File: src/rtl/rps_pkg.sv
// Purpose: Shared constants and types for the receive status flag block
// Assumes: One recovered parallel clock, synchronous active-high reset
// Notes: Minimum flag hold times are in recovered clock cycles
package rps_pkg;

    // Flag hold times without and with byte serializer
    localparam logic [1:0] RPS_HOLD_NO_SER = 2'h2;
    localparam logic [1:0] RPS_HOLD_SER = 2'h3;

    // Run-length counter width and default threshold
    localparam int RPS_RL_W = 8;
    localparam logic [7:0] RPS_RL_THRESH_DEF = 8'h05;

    // Default rate-match queue depth and reset occupancy
    localparam int RPS_RM_DEPTH_DEF = 16;
    localparam logic [4:0] RPS_RM_OCC_RST = 5'h00;

    // Word aligner modes
    typedef enum logic [1:0] {
        RPS_ALIGN_AUTO = 2'h0,
        RPS_ALIGN_MANUAL = 2'h1,
        RPS_ALIGN_BITSLIP = 2'h2
    } rps_align_mode_t;

    // Lane deskew states, one-hot
    typedef enum logic [7:0] {
        RPS_DSK_LOSS = 8'h01,
        RPS_DSK_DET1 = 8'h02,
        RPS_DSK_DET2 = 8'h04,
        RPS_DSK_DET3 = 8'h08,
        RPS_DSK_ACQ1 = 8'h10,
        RPS_DSK_ACQ2 = 8'h20,
        RPS_DSK_ACQ3 = 8'h40,
        RPS_DSK_ACQ4 = 8'h80
    } rps_dsk_state_t;

endpackage

File: src/rtl/rps_flag_hold.sv
// Purpose: Stretches a status event into a flag of minimum length
// Assumes: Event and clear are synchronous to clk
// Notes: Sticky flags fall after the minimum hold once a clear has been seen
`timescale 1ns/100ps
module rps_flag_hold #(
    parameter bit STICKY = 1'b0
) (
    // Clock and reset
    input wire logic clk,
    input wire logic sys_rst,
    // Control
    input wire logic ser_en,
    input wire logic event_in,
    input wire logic clear,
    // Flag
    output logic flag
);
    import rps_pkg::*;

    logic flag_r;
    logic flag_nxt;
    logic [1:0] cnt_r;
    logic [1:0] cnt_nxt;
    logic pend_r;
    logic pend_nxt;

    always_comb begin
        flag_nxt = flag_r;
        cnt_nxt = cnt_r;
        pend_nxt = pend_r | clear;
        if (event_in) begin
            // Event wins over a clear in the same cycle
            flag_nxt = 1'b1;
            cnt_nxt = (ser_en ? RPS_HOLD_SER : RPS_HOLD_NO_SER) - 2'h1;
            pend_nxt = 1'b0;
        end else if (cnt_r != 2'h0) begin
            cnt_nxt = cnt_r - 2'h1;
        end else if (!STICKY || pend_r || clear) begin
            flag_nxt = 1'b0;
            pend_nxt = 1'b0;
        end
    end

    always_ff @(posedge clk) begin
        if (sys_rst) begin
            flag_r <= 1'b0;
            cnt_r <= 2'h0;
            pend_r <= 1'b0;
        end else begin
            flag_r <= flag_nxt;
            cnt_r <= cnt_nxt;
            pend_r <= pend_nxt;
        end
    end

    assign flag = flag_r;

endmodule // rps_flag_hold

File: src/rtl/rps_status.sv
// Purpose: Receive path status flags: run length, word sync, deskew, rate match
// Assumes: All inputs synchronous to the recovered parallel clock
// Notes: Configuration inputs are static during operation
`timescale 1ns/100ps

// What this block does
// - Pulse run-length flag when identical consecutive bits exceed the threshold.
// - Run-length pulse lasts two cycles, three with byte serializer.
// - Automatic mode: sync flag high while staying-in-sync conditions hold.
// - Manual mode: sync flag high one cycle on pattern's most significant byte.
// - Bit-slip mode: no sync flag, held low.
// - Sync flag one bit for 8/10 width, two bits for 16/20.
// - Lane deskew aligned flag only active in XAUI mode.
// - Aligned flag high in any ALIGN_ACQUIRED state one to four.
// - Aligned flag low in LOSS_OF_ALIGNMENT or ALIGN_DETECT one to three.
// - Deletion flag high when a rate-match pattern byte is removed.
// - Insertion flag high when a rate-match pattern byte is added.
// - Empty flag raised when a read finds the rate-match queue empty.
// - Full flag raised when a write that is not deleted finds the rate-match queue full.
// - Empty and full stay high at least two cycles, three with serializer.
module rps_status #(
    parameter int DATA_W = 10,
    parameter bit WIDE = 1'b0,
    parameter logic [7:0] RL_THRESH = rps_pkg::RPS_RL_THRESH_DEF,
    parameter int RM_DEPTH = rps_pkg::RPS_RM_DEPTH_DEF,
    parameter int SYNC_W = WIDE ? 2 : 1
) (
    // Clock and reset
    input wire logic clk,
    input wire logic sys_rst,
    // Static configuration
    input wire logic ser_en,
    input wire rps_pkg::rps_align_mode_t align_mode,
    input wire logic xaui_mode,
    // Received data and word aligner events
    input wire logic [DATA_W-1:0] rx_word,
    input wire logic [SYNC_W-1:0] sync_cond,
    input wire logic [SYNC_W-1:0] pattern_msb,
    // Lane deskew events
    input wire logic align_col,
    input wire logic deskew_err,
    // Rate-match traffic
    input wire logic rm_wr,
    input wire logic rm_wr_pattern,
    input wire logic rm_rd,
    input wire logic rm_rd_pattern,
    input wire logic rx_digital_reset,
    // Status flags
    output logic run_len_viol,
    output logic [SYNC_W-1:0] word_sync,
    output logic lane_aligned,
    output logic rm_deleted,
    output logic rm_inserted,
    output logic rm_empty,
    output logic rm_full
);
    import rps_pkg::*;

    localparam int OCC_W = $clog2(RM_DEPTH + 1);
    localparam logic [OCC_W-1:0] OCC_MAX = OCC_W'(RM_DEPTH);
    localparam logic [OCC_W-1:0] OCC_HI = OCC_W'((RM_DEPTH * 3) / 4);
    localparam logic [OCC_W-1:0] OCC_LO = OCC_W'(RM_DEPTH / 4);

    // Scan one word LSB first; returns {violation, last bit, run count}
    function automatic logic [RPS_RL_W+1:0] rl_scan(
        input logic [DATA_W-1:0] word,
        input logic last_bit,
        input logic [RPS_RL_W-1:0] run
    );
        logic viol;
        logic lb;
        logic [RPS_RL_W-1:0] cnt;
        viol = 1'b0;
        lb = last_bit;
        cnt = run;
        for (int i = 0; i < DATA_W; i++) begin
            if (word[i] == lb) begin
                if (cnt != {RPS_RL_W{1'b1}}) begin
                    cnt = cnt + 1'b1;
                end
            end else begin
                cnt = RPS_RL_W'(1);
            end
            lb = word[i];
            if (cnt > RL_THRESH) begin
                viol = 1'b1;
            end
        end
        return {viol, lb, cnt};
    endfunction

    // Run-length state
    logic last_bit_r;
    logic last_bit_nxt;
    logic [RPS_RL_W-1:0] run_r;
    logic [RPS_RL_W-1:0] run_nxt;
    logic rl_event;

    always_comb begin
        logic [RPS_RL_W+1:0] scan;
        scan = rl_scan(rx_word, last_bit_r, run_r);
        rl_event = scan[RPS_RL_W+1];
        last_bit_nxt = scan[RPS_RL_W];
        run_nxt = scan[RPS_RL_W-1:0];
    end

    always_ff @(posedge clk) begin
        if (sys_rst) begin
            last_bit_r <= 1'b0;
            run_r <= '0;
        end else begin
            last_bit_r <= last_bit_nxt;
            run_r <= run_nxt;
        end
    end

    rps_flag_hold #(
        .STICKY(1'b0)
    ) u_rlv_hold (
        .clk(clk),
        .sys_rst(sys_rst),
        .ser_en(ser_en),
        .event_in(rl_event),
        .clear(1'b0),
        .flag(run_len_viol)
    );

    // Word sync flag
    logic [SYNC_W-1:0] sync_r;
    logic [SYNC_W-1:0] sync_nxt;

    always_comb begin
        case (align_mode)
            RPS_ALIGN_AUTO: sync_nxt = sync_cond;
            RPS_ALIGN_MANUAL: sync_nxt = pattern_msb & ~sync_r;
            default: sync_nxt = '0;
        endcase
    end

    always_ff @(posedge clk) begin
        if (sys_rst) begin
            sync_r <= '0;
        end else begin
            sync_r <= sync_nxt;
        end
    end

    assign word_sync = sync_r;

    // Lane deskew state machine
    rps_dsk_state_t dsk_r;
    rps_dsk_state_t dsk_nxt;
    logic aligned_r;
    logic aligned_nxt;

    always_comb begin
        dsk_nxt = dsk_r;
        case (dsk_r)
            RPS_DSK_LOSS: begin
                if (align_col) dsk_nxt = RPS_DSK_DET1;
            end
            RPS_DSK_DET1: begin
                if (deskew_err) dsk_nxt = RPS_DSK_LOSS;
                else if (align_col) dsk_nxt = RPS_DSK_DET2;
            end
            RPS_DSK_DET2: begin
                if (deskew_err) dsk_nxt = RPS_DSK_LOSS;
                else if (align_col) dsk_nxt = RPS_DSK_DET3;
            end
            RPS_DSK_DET3: begin
                if (deskew_err) dsk_nxt = RPS_DSK_LOSS;
                else if (align_col) dsk_nxt = RPS_DSK_ACQ1;
            end
            RPS_DSK_ACQ1: begin
                if (deskew_err) dsk_nxt = RPS_DSK_ACQ2;
            end
            RPS_DSK_ACQ2: begin
                if (deskew_err) dsk_nxt = RPS_DSK_ACQ3;
                else if (align_col) dsk_nxt = RPS_DSK_ACQ1;
            end
            RPS_DSK_ACQ3: begin
                if (deskew_err) dsk_nxt = RPS_DSK_ACQ4;
                else if (align_col) dsk_nxt = RPS_DSK_ACQ2;
            end
            RPS_DSK_ACQ4: begin
                if (deskew_err) dsk_nxt = RPS_DSK_LOSS;
                else if (align_col) dsk_nxt = RPS_DSK_ACQ3;
            end
            default: dsk_nxt = RPS_DSK_LOSS;
        endcase
        if (!xaui_mode) begin
            dsk_nxt = RPS_DSK_LOSS;
        end
        aligned_nxt = xaui_mode && (dsk_nxt == RPS_DSK_ACQ1 || dsk_nxt == RPS_DSK_ACQ2
            || dsk_nxt == RPS_DSK_ACQ3 || dsk_nxt == RPS_DSK_ACQ4);
        // Loss and detect states leave the flag low
    end

    always_ff @(posedge clk) begin
        if (sys_rst) begin
            dsk_r <= RPS_DSK_LOSS;
            aligned_r <= 1'b0;
        end else begin
            dsk_r <= dsk_nxt;
            aligned_r <= aligned_nxt;
        end
    end

    assign lane_aligned = aligned_r;

    // Rate-match occupancy and events
    logic [OCC_W-1:0] occ_r;
    logic [OCC_W-1:0] occ_nxt;
    logic del_r;
    logic del_nxt;
    logic ins_r;
    logic ins_nxt;
    logic empty_ev;
    logic full_ev;

    always_comb begin
        logic do_wr;
        logic do_rd;
        do_wr = 1'b0;
        do_rd = 1'b0;
        del_nxt = 1'b0;
        ins_nxt = 1'b0;
        empty_ev = 1'b0;
        full_ev = 1'b0;
        if (rm_wr) begin
            if (rm_wr_pattern && occ_r >= OCC_HI) begin
                del_nxt = 1'b1;
            end else if (occ_r == OCC_MAX) begin
                full_ev = 1'b1;
            end else begin
                do_wr = 1'b1;
            end
        end
        if (rm_rd) begin
            if (occ_r == '0) begin
                empty_ev = 1'b1;
            end else if (rm_rd_pattern && occ_r <= OCC_LO) begin
                ins_nxt = 1'b1;
            end else begin
                do_rd = 1'b1;
            end
        end
        occ_nxt = occ_r;
        if (do_wr && !do_rd) begin
            occ_nxt = occ_r + 1'b1;
        end else if (do_rd && !do_wr) begin
            occ_nxt = occ_r - 1'b1;
        end
        if (rx_digital_reset) begin
            occ_nxt = RPS_RM_OCC_RST[OCC_W-1:0];
            del_nxt = 1'b0;
            ins_nxt = 1'b0;
        end
    end

    always_ff @(posedge clk) begin
        if (sys_rst) begin
            occ_r <= RPS_RM_OCC_RST[OCC_W-1:0];
            del_r <= 1'b0;
            ins_r <= 1'b0;
        end else begin
            occ_r <= occ_nxt;
            del_r <= del_nxt;
            ins_r <= ins_nxt;
        end
    end

    assign rm_deleted = del_r;
    assign rm_inserted = ins_r;

    rps_flag_hold #(
        .STICKY(1'b1)
    ) u_empty_hold (
        .clk(clk),
        .sys_rst(sys_rst),
        .ser_en(ser_en),
        .event_in(empty_ev),
        .clear(rx_digital_reset),
        .flag(rm_empty)
    );

    rps_flag_hold #(
        .STICKY(1'b1)
    ) u_full_hold (
        .clk(clk),
        .sys_rst(sys_rst),
        .ser_en(ser_en),
        .event_in(full_ev),
        .clear(rx_digital_reset),
        .flag(rm_full)
    );

endmodule // rps_status

File: config.mk
export PLATFORM = sky130hd
export DESIGN_NAME = rps_status
export DESIGN_NICKNAME = d
export VERILOG_FILES = /design/src/rtl/rps_pkg.sv /design/src/rtl/rps_flag_hold.sv /design/src/rtl/rps_status.sv
export SDC_FILE = /design/constraint.sdc
export NUM_CORES = 1
export LEC_CHECK = 0
export BUFFER_PORTS_ARGS = -buffer_cell sky130_fd_sc_hd__buf_2
export CORE_MARGIN = 2
export CORE_UTILIZATION = 58
export DETAILED_ROUTE_END_ITERATION = 6
export GPL_TIMING_DRIVEN = 0
export PLACE_DENSITY = 0.79
export SLEW_MARGIN = 10
export SYNTH_ARGS = -nofsm -noshare
export SYNTH_HDL_FRONTEND = slang
export SYNTH_HIERARCHICAL = 1
export SYNTH_SLANG_ARGS = --single-unit
export TNS_END_PERCENT = 5
File: constraint.sdc
create_clock -name clk -period 12.1 [get_ports clk]
set_input_delay 0 -clock clk [delete_from_list [all_inputs] [get_ports clk]]
set_output_delay 0 -clock clk [all_outputs]
set_load 0.01 [all_outputs]
## Word level (Yosys, flattened, before mapping)

Index checks and enable logic that the tools add are counted.

- $add $sub $neg: 16
- Order comparisons: 12
- Equality and inequality tests: 37
- Multiplexer cells: 80
- Bitwise gates (word level): 6
- Reduce and logical (&&, ||, !) cells: 30

Operators by type and width:

| operator | count |
|---|---|
| $mux 8 | 34 |
| $add 8x1->8 const B | 10 |
| $gt 8x3->1 const B | 10 |
| $ne 8x8->1 const B | 10 |
| $pmux 8 s8 | 1 |
| $mux 1 | 36 |
| $reduce_bool 2->1 | 9 |
| $eq 8x5->1 const B | 2 |
| $eq 8x6->1 const B | 2 |
| $eq 8x7->1 const B | 2 |
| $eq 8x8->1 const B | 2 |
| $mux 2 | 6 |
| $eq 1x1->1 | 10 |
| $mux 5 | 2 |
| $eq 8x1->1 const B | 1 |
| $eq 8x2->1 const B | 1 |
| $eq 8x3->1 const B | 1 |
| $eq 8x4->1 const B | 1 |
| $sub 2x1->2 const B | 4 |
| $ne 2x2->1 const B | 3 |
| $reduce_or 2->1 | 3 |
| $add 5x1->5 const B | 1 |
| $eq 5x5->1 const B | 1 |
| $ge 5x4->1 const B | 1 |
| other kinds (15) | 28 |

- Flip-flop bits (word level): 37
- Bits of input ports: 25
- Output and inout bits: 7
- Logic and storage cells: 197

## Longest topological paths before layout

Gate-level depths: netlist (run 1).

- Depth in word-level cells: 33
- Gate-level depth with buffers: 69
- Mapped depth without buffers: 67

## Hierarchy

The synthesis (run 1) kept the hierarchy.

By module, submodules not included:

| module | times used | cells an instance | area an instance (sq um) | sequential area each (sq um) |
|---|---|---|---|---|
| rps_status | 1 | 727 | 5338.9 | 520.5 |
| rps_flag_hold at u_empty_hold ... | 2 | 15 | 153.9 | 80.1 |
| rps_flag_hold at u_rlv_hold | 1 | 11 | 107.6 | 60.1 |

## Worst setup path before layout (run 1)

Ideal clock, no wire load.

- Path kind: flip-flop to flip-flop
- Start: register run_r[1]
- End: register u_rlv_hold.cnt_r[0]
- Library setup time: 0.087 ns
- Data arrival time: 12.950 ns
- Data required time: 12.013 ns
- Slack: -0.938 ns
- Cell stages (with the launch flop): 69
- Buffers on the path: 2
- Clock period less this slack: 13.038 ns
- Cell sequence: dfxtp_1 > ha_1 > buf_2 > nand4_1 > nor4_1 > a31o_2 > ha_1 > nand2_1 > or4b_1 > nor3_4 > mux2i_1 > nor2_1 > ha_1 > nand3_1 > nor3_2 > nand3_1 > a21oi_1 > ha_1 > [... 33 more ...] > xnor2_1 > nand2_1 > ha_1 > nand2_1 > nor2_1 > mux2_4 > and3_1 > nand3_1 > mux2i_1 > nor2_1 > inv_1 > ha_1 > nor2_1 > a211oi_1 > nor2b_1 > a31oi_1 > or4b_1 > o31ai_1

- Longest elaborated chain between the ends: 33
- Elaborated cells between the ends (all ways): 62
- Classes of those cells: add/sub (10); order compare (10); eq/ne (10); mux (31); reduce/logical (1)

RTL lines:

| what | RTL line | text |
|---|---|---|
| start, declared | rps_status.sv:95 | `logic [RPS_RL_W-1:0] run_r;` |
| start signal, assigned | rps_status.sv:113 | `run_r <= run_nxt;` |
| $add 8x1->8 / $ne 8x8->1 (equally long branches) | rps_status.sv:79, rps_status.sv:78 |  |
| $mux 8 * | rps_status.sv:78 | `if (cnt != {RPS_RL_W{1'b1}}) begin` |
| $mux 8 * | rps_status.sv:77 | `if (word[i] == lb) begin` |
| $add 8x1->8 / $ne 8x8->1 (equally long branches) | rps_status.sv:79, rps_status.sv:78 |  |
| $mux 8 | rps_status.sv:78 |  |
| $mux 8 | rps_status.sv:77 |  |
| $add 8x1->8 / $ne 8x8->1 (equally long branches) | rps_status.sv:79, rps_status.sv:78 |  |
| $mux 8 | rps_status.sv:78 |  |
| [... 18 more ...] | - |  |
| $mux 8 | rps_status.sv:77 |  |
| $add 8x1->8 / $ne 8x8->1 (equally long branches) | rps_status.sv:79, rps_status.sv:78 |  |
| $mux 8 | rps_status.sv:78 |  |
| $mux 8 | rps_status.sv:77 |  |
| $gt 8x3->1 | rps_status.sv:85 | `if (cnt > RL_THRESH) begin` |
| $mux 1 * | rps_status.sv:85 |  |
| via rl_event | rps_status.sv:97 | `logic rl_event;` |
| $mux 2 / $reduce_bool 2->1 (equally long branches) | - |  |
| end signal, assigned | rps_flag_hold.sv:51 | `cnt_r <= cnt_nxt;` |
| end, declared | rps_flag_hold.sv:22 | `logic [1:0] cnt_r;` |

Mark *: on every way through the listed nets, which the timed path passes. The rest lies on a longest branch.
A chain may end at the register's enable or synchronous reset.

## Worst setup path after layout (run 1)

Same ends and word-level chain as after synthesis.

==> summary.md, run 1 <==
| Metric | Value |
|---|---|
| Slew Viols, Final | `0` |
| Root Buffer | `clkbuf_8` |
| Syn Nets | `825` |
| CTS tree | `yes` |
| Lkg Pwr | `2.827 nW` |
| Largest net degree at the start of global routing | `14` |
| Detailed-router iteration count before antenna repair | `7` |
| RSZ-0062 raised after global routing | `true` |
| Wire per inst | `19.38 um` |
| Total track usage | `34.03%` |
| HPWL after DPL | `12210 um` |
| Vias in the first global route | `6790` |
| Routability cong. | `0.9347` |
| Worst VDD drop | `0.1048 mV` |
| Final setup viols | `2` |
| Vias/cell | `7.049` |
| Max frequency | `0.08075 GHz` |
| Total power | `0.6018 mW` |
| Final Critical Period | `12.38 ns` |
| Slew @ Worst Pin | `1.069 ns` |
| TritonCTS Buffers | `5` |
| Antenna viol nets, final | `0` |
| Clock Sinks | `37` |
| Ant. Diodes | `0` |
| Most frequent cells in the layout | `buf_4 (96), nor2_1 (65), a21oi_1 (47)` |
| Final wirelength | `20230 um` |
| Placed Area | `6215 um^2` |
| Die H | `103.6 um` |
| Clock slew at reported path FFs | `0.07 ns` |
| Area of the die | `10730 um^2` |
| Critical Path RT | `12.30 ns` |
| Crit Path Category | `flip-flop to flip-flop` |
| Finished Cell Area | `7609 um^2` |
| Worst path most repeated cell | `ha_4` |
| # IOs | `32` |
| Synth warn | `6` |
| Syn_area_per_cell | `7.497 um^2` |
| HP Class | `primary input to flip-flop` |
| Worst-skew pair later-pin latency | `0.29 ns` |
| Share of layout cells above drive strength 1 | `31.06%` |
| CP Data Arrival Time | `12.59 ns` |
| # fillers | `626` |
| Final WS setup | `-0.2841 ns` |
| Most common cell after layout, fill and taps aside | `buf_4` |
| DIE WIDTH | `103.6 um` |
| Peak per-stage delay on the critical path | `0.55 ns` |
| Crit end category | `flip-flop` |
| Final layout net count | `968` |
| FP Rows | `36` |
| Via count | `7359` |
| Failing checks | `DRC, setup timing` |
| Max cap viols | `0` |
| DRC viols | `1` |
| Slew HR | `28.25%` |
| First-pass GRT wire length | `31280 um` |
| Clk buf depth | `2` |
| Outcome | `finished, violations left` |
| Final worst path period share | `102.3%` |
| Initial antenna violation count | `0` |
| CP max stage cell | `or4b_1` |
| Hold Vio Cnt, Final | `0` |
| Power Dens Cells | `79.10 nW/um^2` |
| Initial Util | `59.38%` |
| Synth-to-Final Area Change | `32.31%` |
| DRT iter0 DRCs | `830` |
| Setup TNS | `-0.3542 ns` |
| CTS H-tree depth | `2` |
| Critical-path maximum fanout | `7` |
| Setup crit start kind | `flip-flop` |
| Mapped cell area | `5751 um^2` |
| Post-Syn Instances | `767` |
| Max Clock Skew | `0.007787 ns` |
| # port buffers | `31` |
| Core Area | `9684 um^2` |
| GRT overflow | `0` |
-- worst paths after layout --
check	cells after the start	startpoint	endpoint	slack [ns]
worst max-delay path	63	run_r[1]	u_rlv_hold/cnt_r[0]	-0.28
worst min-delay path	2	sys_rst	u_empty_hold/cnt_r[1]	0.02
worst max register to register	63	run_r[1]	u_rlv_hold/cnt_r[0]	-0.28
worst min register to register	2	u_rlv_hold/cnt_r[0]	u_rlv_hold/cnt_r[1]	0.52
-- state kept, by name (all words and copies together) (netlist names) --
name                 flops
dsk_r                    8
run_r                    8
occ_r                    5
u_empty_hold/cnt_r       2
u_full_hold/cnt_r        2
u_rlv_hold/cnt_r         2
lane_aligned             1
last_bit_r               1
rm_deleted               1
rm_inserted              1
u_empty_hold/flag        1
u_empty_hold/pend_r      1
u_full_hold/flag         1
u_full_hold/pend_r       1
u_rlv_hold/flag          1
word_sync                1
-- report_power, final --
part	switching [mW]	internal, mW
registers	0.00910	0.132
logic	0.208	0.168
clock network	0.0443	0.0405
total	0.262	0.340
-- routing by layer --
layer	track usage, %	up-vias	wire [um]
met4	17.66	0	1126
met3	4.846	160	1888
met1	40.84	3408	7546
met5	0	-	0
li1	-	3252	-
met2	59.04	539	9666
-- through the flow --
| step | std cells | util [%] | setup WS [ns] | hold slack, ns |
|---|---|---|---|---|
| global placement | 931 | 64.17 | -1.563 | 0.1666 |
| finish | 1044 | 78.57 | -0.2841 | 0.02030 |
| CTS | 1017 | 74.03 | 0.02836 | 0.007276 |
| detailed placement | 931 | 64.17 | -1.990 | 0.1657 |
| floorplan | 767 | - | 0.007254 | 0.06907 |
| global route | 1044 | 78.57 | -0.7665 | 0.03578 |
-- layout make-up --
cell class	count	area (um^2)	area share (%)
Sequential cell	37	744.5	9.785
Tap cell	133	166.4	2.187
Clock inverter	2	15.01	0.1973
Clock buffer	6	72.57	0.9538
Timing Repair Buffer	137	994.7	13.07
Multi-Input combinational cell	682	5396	70.93
Buffer	17	96.34	1.266
Inverter	30	122.6	1.612
-- worst max-delay path: cells and delay by family, from the launching register on --
family | cells | cell delay [ns]
compound gates | 14 | 3.03
xor+xnor | 2 | 0.49
fa+ha+maj | 9 | 1.78
buf+inv | 8 | 0.98
flops | 1 | 0.36
mux | 4 | 0.86
simple gates | 26 | 4.81
-- repair_timing --
action | in CTS | in global routing
buffers inserted | 71 | 29
endpoints found under the setup margin | 11 | 11
resized for setup | 57 | 49
hold buffers | 8 | 0
pin swaps | 40 | 42
hold endpoints to repair | 8 | 0
(Power assumes the default switching activity.)
==> run 2: changes to the inputs <==
--- a/config.mk
+++ b/config.mk
@@ -10,6 +10,8 @@
 export CORE_UTILIZATION = 58
 export DETAILED_ROUTE_END_ITERATION = 6
 export GPL_TIMING_DRIVEN = 0
+export HOLD_SLACK_MARGIN = 0.15
+export MAX_ROUTING_LAYER = met4
 export PLACE_DENSITY = 0.79
 export SLEW_MARGIN = 10
 export SYNTH_ARGS = -nofsm -noshare
==> run 2 against run 1 <==
Highest routed layer unchanged. Via count decreased by 3.3%. Fmax fell by 0.20%. Combinational power fell by 3%. Critical endpoint unchanged. Largest power group unchanged. Global-route usage down 1.9 points. The run still ends with DRC, setup timing left. Critical path depth rose by 2. Sequential share of layout area grew 0.32 points. First-iteration DRC count is 7.3% lower.
==> summary.md, run 2 (synthesis results as in run 1) <==
| Metric | Value |
|---|---|
| Detailed-router iteration count before antenna repair | `7 (unchanged)` |
| HP Class | `primary input to flip-flop` |
| Flop-to-flop setup slack | `-0.31 ns (-0.02 ns)` |
| Final worst path period share | `102.5% (+0.20 points)` |
| Vias/cell | `6.956 (-1.3%)` |
| Final layout net count | `947 (-2.2%)` |
| Slew Viols, Final | `0 (unchanged)` |
| Root Buffer | `clkbuf_8` |
| Setup crit start kind | `flip-flop` |
| Most frequent cells in the layout | `buf_4 (72), nor2_1 (63), nand2_1 (49)` |
| Slew HR | `30.54% (+2.3 points)` |
| Final WS setup | `-0.3085 ns (-0.02437 ns)` |
| Failing checks | `DRC, setup timing` |
| CTS tree | `yes` |
| CTS H-tree depth | `2 (unchanged)` |
| Clock slew at reported path FFs | `0.07 ns (about the same)` |
| Placed Area | `6215 um^2 (unchanged)` |
| Total power | `0.6141 mW (+2.0%)` |
| Final Critical Period | `12.41 ns (+0.02437 ns)` |
| # IOs | `32 (unchanged)` |
| Most common cell after layout, fill and taps aside | `buf_4` |
| Via count | `7116 (-3.3%)` |
| R2r startpoint | `last_bit_r` |
| Worst path most repeated cell | `nor2_2` |
| Worst-skew pair later-pin latency | `0.30 ns (about the same)` |
| DRC viols | `1 (unchanged)` |
| Synth-to-Final Area Change | `28.57%` |
| Crit end category | `flip-flop` |
| R2R Path End | `u_rlv_hold/cnt_r[0]` |
| Routability cong. | `0.9540 (+2.1%)` |
| FP Rows | `36 (unchanged)` |
| Share of layout cells above drive strength 1 | `28.31% (-2.8 points)` |
| # fillers | `690 (+10%)` |
| First-pass GRT wire length | `29310 um (-6.3%)` |
| HPWL after DPL | `12470 um (+2.2%)` |
| DRT iter0 DRCs | `769 (-7.3%)` |
| Power Dens Cells | `83.06 nW/um^2 (+5.0%)` |
| Outcome | `finished, violations left` |
| Clk buf depth | `2 (unchanged)` |
| DIE WIDTH | `103.6 um (unchanged)` |
| Final wirelength | `18920 um (-6.5%)` |
| Max Clock Skew | `0.005496 ns (-0.002290 ns)` |
| Hold Path Depth | `5 (+3)` |
| Worst VDD drop | `0.1190 mV (+14%)` |
| Finished Cell Area | `7393 um^2 (-2.8%)` |
| Peak per-stage delay on the critical path | `0.67 ns (+0.12 ns)` |
| Vias in the first global route | `6440 (-5.2%)` |
| R2R cell count | `65 (+3.2%)` |
| Biggest regs | `dsk_r: 8 flops, run_r: 8 flops, occ_r: 5 flops` |
| CP Data Arrival Time | `12.62 ns (+0.03 ns)` |
| Wire per inst | `18.49 um (-4.6%)` |
| Hold Path Sink | `u_full_hold/cnt_r[1]` |
| Max frequency | `0.08059 GHz (-0.20%)` |
| Crit Path Category | `flip-flop to flip-flop` |
| RSZ-0062 raised after global routing | `true` |
| Lkg Pwr | `2.707 nW (-4.2%)` |
| Initial antenna violation count | `0 (unchanged)` |
| GRT overflow | `0 (unchanged)` |
| Critical-path maximum fanout | `7 (unchanged)` |
| Max cap viols | `0 (unchanged)` |
| Hold Path Origin | `rm_wr` |
| Ant. Diodes | `0 (unchanged)` |
| Critical Path RT | `12.31 ns (about the same)` |
| Clock Sinks | `37 (unchanged)` |
| # port buffers | `31 (unchanged)` |
| TritonCTS Buffers | `5 (unchanged)` |
| CP max stage cell | `xnor2_1` |
| Initial Util | `59.38% (unchanged)` |
| Area of the die | `10730 um^2 (unchanged)` |
| Hold Vio Cnt, Final | `0 (unchanged)` |
| Final setup viols | `3 (+1)` |
| Core Area | `9684 um^2 (unchanged)` |
| Slew @ Worst Pin | `1.034 ns (-0.03419 ns)` |
| Antenna viol nets, final | `0 (unchanged)` |
| Die H | `103.6 um (unchanged)` |
| Largest net degree at the start of global routing | `14 (unchanged)` |
| Total track usage | `32.14% (-1.9 points)` |
==> run 2: report_power, final <==
group / internal [mW] / total (mW) / switching [mW]
clock: 0.0619 / 0.109 / 0.0469
combinational: 0.159 / 0.365 / 0.206
sequential: 0.131 / 0.140 / 0.00889
total: 0.352 / 0.614 / 0.262
==> run 2: layout make-up <==
cell class,count,area (um^2),share of cell area (%)
Inverter,30,121.4,1.642
Tap cell,133,166.4,2.251
Buffer,17,92.59,1.252
Clock inverter,2,38.79,0.5246
Timing Repair Buffer,116,834.6,11.29
Sequential cell,37,747.0,10.10
Clock buffer,6,72.57,0.9816
Multi-Input combinational cell,682,5320,71.96
==> run 2: layer usage <==
layer / global-route usage [%] / vias up / part of all wire [%]
met5: - / - / 0
met1: 39.17 / 3347 / 38
met3: 3.210 / 95 / 8.3
met4: 9.459 / 0 / 3.6
met2: 56.39 / 463 / 50
li1: - / 3211 / -
==> run 2: worst max-delay path by stage <==
| stage | from | endpoint | slack, ns |
|---|---|---|---|
| 5_1_grt | last_bit_r | u_rlv_hold/cnt_r[0] | -0.82 |
| 3_5_place_dp | run_r[1] | u_rlv_hold/cnt_r[0] | -2.05 |
| 6_report | last_bit_r | u_rlv_hold/cnt_r[0] | -0.31 |
| 2_1_floorplan | run_r[1] | u_rlv_hold/cnt_r[0] | 0.007 |
| 4_1_cts | run_r[1] | u_rlv_hold/cnt_r[0] | 0.01 |
| 3_3_place_gp | run_r[1] | u_rlv_hold/cnt_r[0] | -1.59 |
==> run 2: repair_timing <==
action,in CTS,in global routing
resized for setup,34,56
pin swaps,23,40
setup buffers,31,40
hold buffers,15,0
hold endpoints to repair,22,0
endpoints found under the setup margin,11,11
==> run 2: critical path: cells and delay by family, from the launching register on <==
family / cells / cell delay [ns]
and+or+nand+nor: 31 / 5.29
DFF: 1 / 0.33
muxes: 7 / 1.52
xor gates and xnor gates: 2 / 0.86
buffers and inverters: 6 / 0.56
adders and majority gates: 9 / 1.70
AOI/OAI and AO/OA: 10 / 2.07
==> run 2: metrics by stage <==
| step | TNS (ns) | hold WS, ns | std cells | setup WS (ns) | utilization, % |
|---|---|---|---|---|---|
| 5_1_grt | -4.876 | 0.2167 | 1023 | -0.8232 | 76.34 |
| 6_report | -0.4608 | 0.1884 | 1023 | -0.3085 | 76.34 |
| 3_3_place_gp | -13.21 | 0.1650 | 931 | -1.595 | 64.17 |
| 2_1_floorplan | 0 | 0.06907 | 767 | 0.007254 | - |
| 3_5_place_dp | -17.76 | 0.1694 | 931 | -2.051 | 64.17 |
| 4_1_cts | 0 | 0.1518 | 984 | 0.01155 | 70.92 |
==> run 3: changes to the inputs <==
--- a/config.mk
+++ b/config.mk
@@ -7,12 +7,13 @@
 export LEC_CHECK = 0
 export BUFFER_PORTS_ARGS = -buffer_cell sky130_fd_sc_hd__buf_2
 export CORE_MARGIN = 2
-export CORE_UTILIZATION = 58
+export CORE_UTILIZATION = 59
+export CTS_BUF_LIST = sky130_fd_sc_hd__clkbuf_8
 export DETAILED_ROUTE_END_ITERATION = 6
 export GPL_TIMING_DRIVEN = 0
 export HOLD_SLACK_MARGIN = 0.15
 export MAX_ROUTING_LAYER = met4
-export PLACE_DENSITY = 0.79
+export PLACE_DENSITY = 0.81
 export SLEW_MARGIN = 10
 export SYNTH_ARGS = -nofsm -noshare
 export SYNTH_HDL_FRONTEND = slang
==> run 3 against run 2 <==
The flow finishes with violations (setup timing). Worst hold slack better by 0.0075 ns. Combinational power up 4%. Non-clock buffer count up 23. First-iteration DRC count down 10%. Design area up 3.4%. Core utilization up 3.3 points. Critical path depth up 1. Critical path type unchanged. Largest cell class unchanged.
==> summary.md, run 3 (synthesis results as in run 1) <==
| Metric | Value |
|---|---|
| Outcome | `finished, violations left` |
| Failing checks | `setup timing` |
| Peak per-stage delay on the critical path | `0.56 ns (-0.11 ns)` |
| DIE WIDTH | `102.7 um (-0.82%)` |
| Most common cell after layout, fill and taps aside | `buf_4` |
| Met3 Use GR | `4.881% (+1.7 points)` |
| Critical-path maximum fanout | `4 (-3)` |
| # fillers | `615 (-11%)` |
| Vias in the first global route | `6175 (-4.1%)` |
| Most frequent cells in the layout | `buf_4 (94), nor2_1 (64), nand2_1 (47)` |
| Wire per inst | `20.09 um (+8.6%)` |
| TritonCTS Buffers | `5 (unchanged)` |
| CTS H-tree depth | `2 (unchanged)` |
| Switching Share | `42.89% (+0.25 points)` |
| Family with the most delay on the worst path | `simple AND/OR/NAND/NOR gates` |
| Setup crit start kind | `flip-flop` |
| Final WS setup | `-0.5581 ns (-0.2497 ns)` |
| CP max stage cell | `or4b_4` |
| Final setup viols | `11 (+8)` |
| Worst path bufs/invs | `6 (unchanged)` |
| Total power | `0.6245 mW (+1.7%)` |
| Vias/cell | `7.071 (+1.6%)` |
| Clk pwr share | `16.9% (-0.8 points)` |
| Hold Vio Cnt, Final | `0 (unchanged)` |
| Slew @ Worst Pin | `1.152 ns (+0.1178 ns)` |
| CP Launch Point | `run_r[1]` |
| Max Clock Skew | `0.009273 ns (+0.003776 ns)` |
| Worst-skew pair later-pin latency | `0.29 ns (about the same)` |
| Final layout net count | `970 (+2.4%)` |
| Initial antenna violation count | `0 (unchanged)` |
| Root Buffer | `clkbuf_8` |
| CTS tree | `yes` |
| Die H | `102.7 um (-0.82%)` |
| Ant. Diodes | `0 (unchanged)` |
| Crit Path Category | `flip-flop to flip-flop` |
| Final core occ | `79.67% (+3.3 points)` |
| CP endpoint | `u_rlv_hold/cnt_r[0]` |
| Critical Path RT | `12.30 ns (about the same)` |
| HP Class | `primary input to flip-flop` |
| Final Critical Period | `12.66 ns (+0.2497 ns)` |
| Final worst path period share | `104.6% (+2.1 points)` |
| Largest net degree at the start of global routing | `14 (unchanged)` |
| Share of layout cells above drive strength 1 | `30.89% (+2.6 points)` |
| Slew HR | `22.21% (-8.3 points)` |
| Internal Pwr Total | `0.3566 mW (+1.3%)` |
| Biggest regs | `dsk_r: 8 flops, run_r: 8 flops, occ_r: 5 flops` |
| Area of the die | `10550 um^2 (-1.6%)` |
| # port buffers | `31 (unchanged)` |
| Power Dens Cells | `81.70 nW/um^2 (-1.6%)` |
| Final wirelength | `21010 um (+11%)` |
| R2R Path End | `u_rlv_hold/cnt_r[0]` |
| FP Rows | `36 (unchanged)` |
| Max frequency | `0.07900 GHz (-2.0%)` |
| CP Data Arrival Time | `12.86 ns (+0.24 ns)` |
| Top Usage Layer GRT | `met2` |
| Worst VDD drop | `0.1028 mV (-14%)` |
| Max cap viols | `0 (unchanged)` |
| Slew Viols, Final | `0 (unchanged)` |
| Crit end category | `flip-flop` |
| DRC viols | `0 (-1)` |
| Routability cong. | `0.9293 (-2.6%)` |
| Placed Area | `6215 um^2 (unchanged)` |
| Detailed-router iteration count before antenna repair | `7 (unchanged)` |
| Synth-to-Final Area Change | `32.92%` |
| HPWL after DPL | `12200 um (-2.2%)` |
| Worst path depth | `66 (+1.5%)` |
| Flop-to-flop setup slack | `-0.56 ns (-0.25 ns)` |
| DRT iter0 DRCs | `692 (-10%)` |
| Clock Sinks | `37 (unchanged)` |
| Finished Cell Area | `7644 um^2 (+3.4%)` |
| Combinational share of power | `60.5% (+1.1 points)` |
| Antenna viol nets, final | `0 (unchanged)` |
| Clock slew at reported path FFs | `0.08 ns (about the same)` |
| Lkg Pwr | `2.834 nW (+4.7%)` |
| Net switching power | `0.2679 mW (+2.3%)` |
| Setup TNS | `-2.224 ns (-1.763 ns)` |
| # IOs | `32 (unchanged)` |
| Core Area | `9594 um^2 (-0.93%)` |
| GRT overflow | `0 (unchanged)` |
| Fin Hold WS | `0.1959 ns (+0.007516 ns)` |
| Total track usage | `33.33% (+1.2 points)` |
| Via count | `7396 (+3.9%)` |
| Clk buf depth | `2 (unchanged)` |
| Met2 GRT Util | `56.31% (-0.076 points)` |
| Flop pwr share | `22.6% (-0.3 points)` |
| RSZ-0062 raised after global routing | `true` |
| R2r startpoint | `run_r[1]` |
| Initial Util | `59.94% (+0.56 points)` |
| First-pass GRT wire length | `28180 um (-3.9%)` |
| R2R cell count | `66 (+1.5%)` |
| Met1 Usage GRT | `40.71% (+1.5 points)` |
-- run 3: cell types whose count changed in the layout (fill, tap and decap cells not counted), sizes merged --
cell and delta:
inv +2, buf +23, clkinvlp -1, dlygate4sd3 +1, clkbuf -2
-- run 3: per-stage QoR --
stage | worst slack [ns] | cells
floorplan | 0.007254 | 767
global placement | -1.539 | 931
detailed placement | -1.828 | 931
CTS | 0.004252 | 1001
global route | -0.8921 | 1046
finish | -0.5581 | 1046
-- run 3: area by class of cell --
| cell class | count | area (um^2) | share of cell area [%] |
|---|---|---|---|
| Timing Repair Buffer | 139 | 1010 | 13.21 |
| Inverter | 30 | 117.6 | 1.539 |
| Buffer | 17 | 90.09 | 1.179 |
| Clock inverter | 3 | 42.54 | 0.5566 |
| Clock buffer | 5 | 68.82 | 0.9003 |
| Tap cell | 133 | 166.4 | 2.177 |
| Multi-Input combinational cell | 682 | 5404 | 70.70 |
| Sequential cell | 37 | 744.5 | 9.740 |
-- run 3: worst min-delay path, cell delays in order --
cell	delay, ns
buf_2	0.10
nor3b_1	0.19
nand2_1	0.08
a21oi_1	0.05
-- run 3: how the worst min path moves through the flow --
stage                     depth (start not counted)                    end  slack [ns]     startpoint
after CTS                                         4  u_empty_hold/cnt_r[1]        0.19          rm_rd
after global routing                              4  u_empty_hold/cnt_r[1]        0.24          rm_rd
after global placement                            2              word_sync        0.17  align_mode[1]
after detailed placement                          2              word_sync        0.18  align_mode[1]
after floorplan                                   1  u_empty_hold/cnt_r[0]        0.07        sys_rst
final                                             4  u_empty_hold/cnt_r[1]        0.20          rm_rd
-- run 3: what timing repair did --
action / CTS / global route
pin swaps: 24 / 51
resized for setup: 34 / 70
buffers inserted: 47 / 48
hold endpoints to repair: 22 / 0
setup endpoints to repair: 11 / 11
hold buffers: 16 / 0
-- run 3: power by group through the flow --
stage | clock network (mW) | logic (mW) | registers [mW]
floorplan | 0 | 0.193 | 0.141
global placement | 0 | 0.242 | 0.142
detailed placement | 0 | 0.251 | 0.142
CTS | 0.108 | 0.288 | 0.140
global route | 0.114 | 0.402 | 0.143
finish | 0.105 | 0.378 | 0.141
-- run 3: routing by layer --
layer	part of all wire, %	up-vias
li1	-	3275
met1	38	3432
met2	48	519
met3	8.1	170
met4	6.1	0
met5	0	-
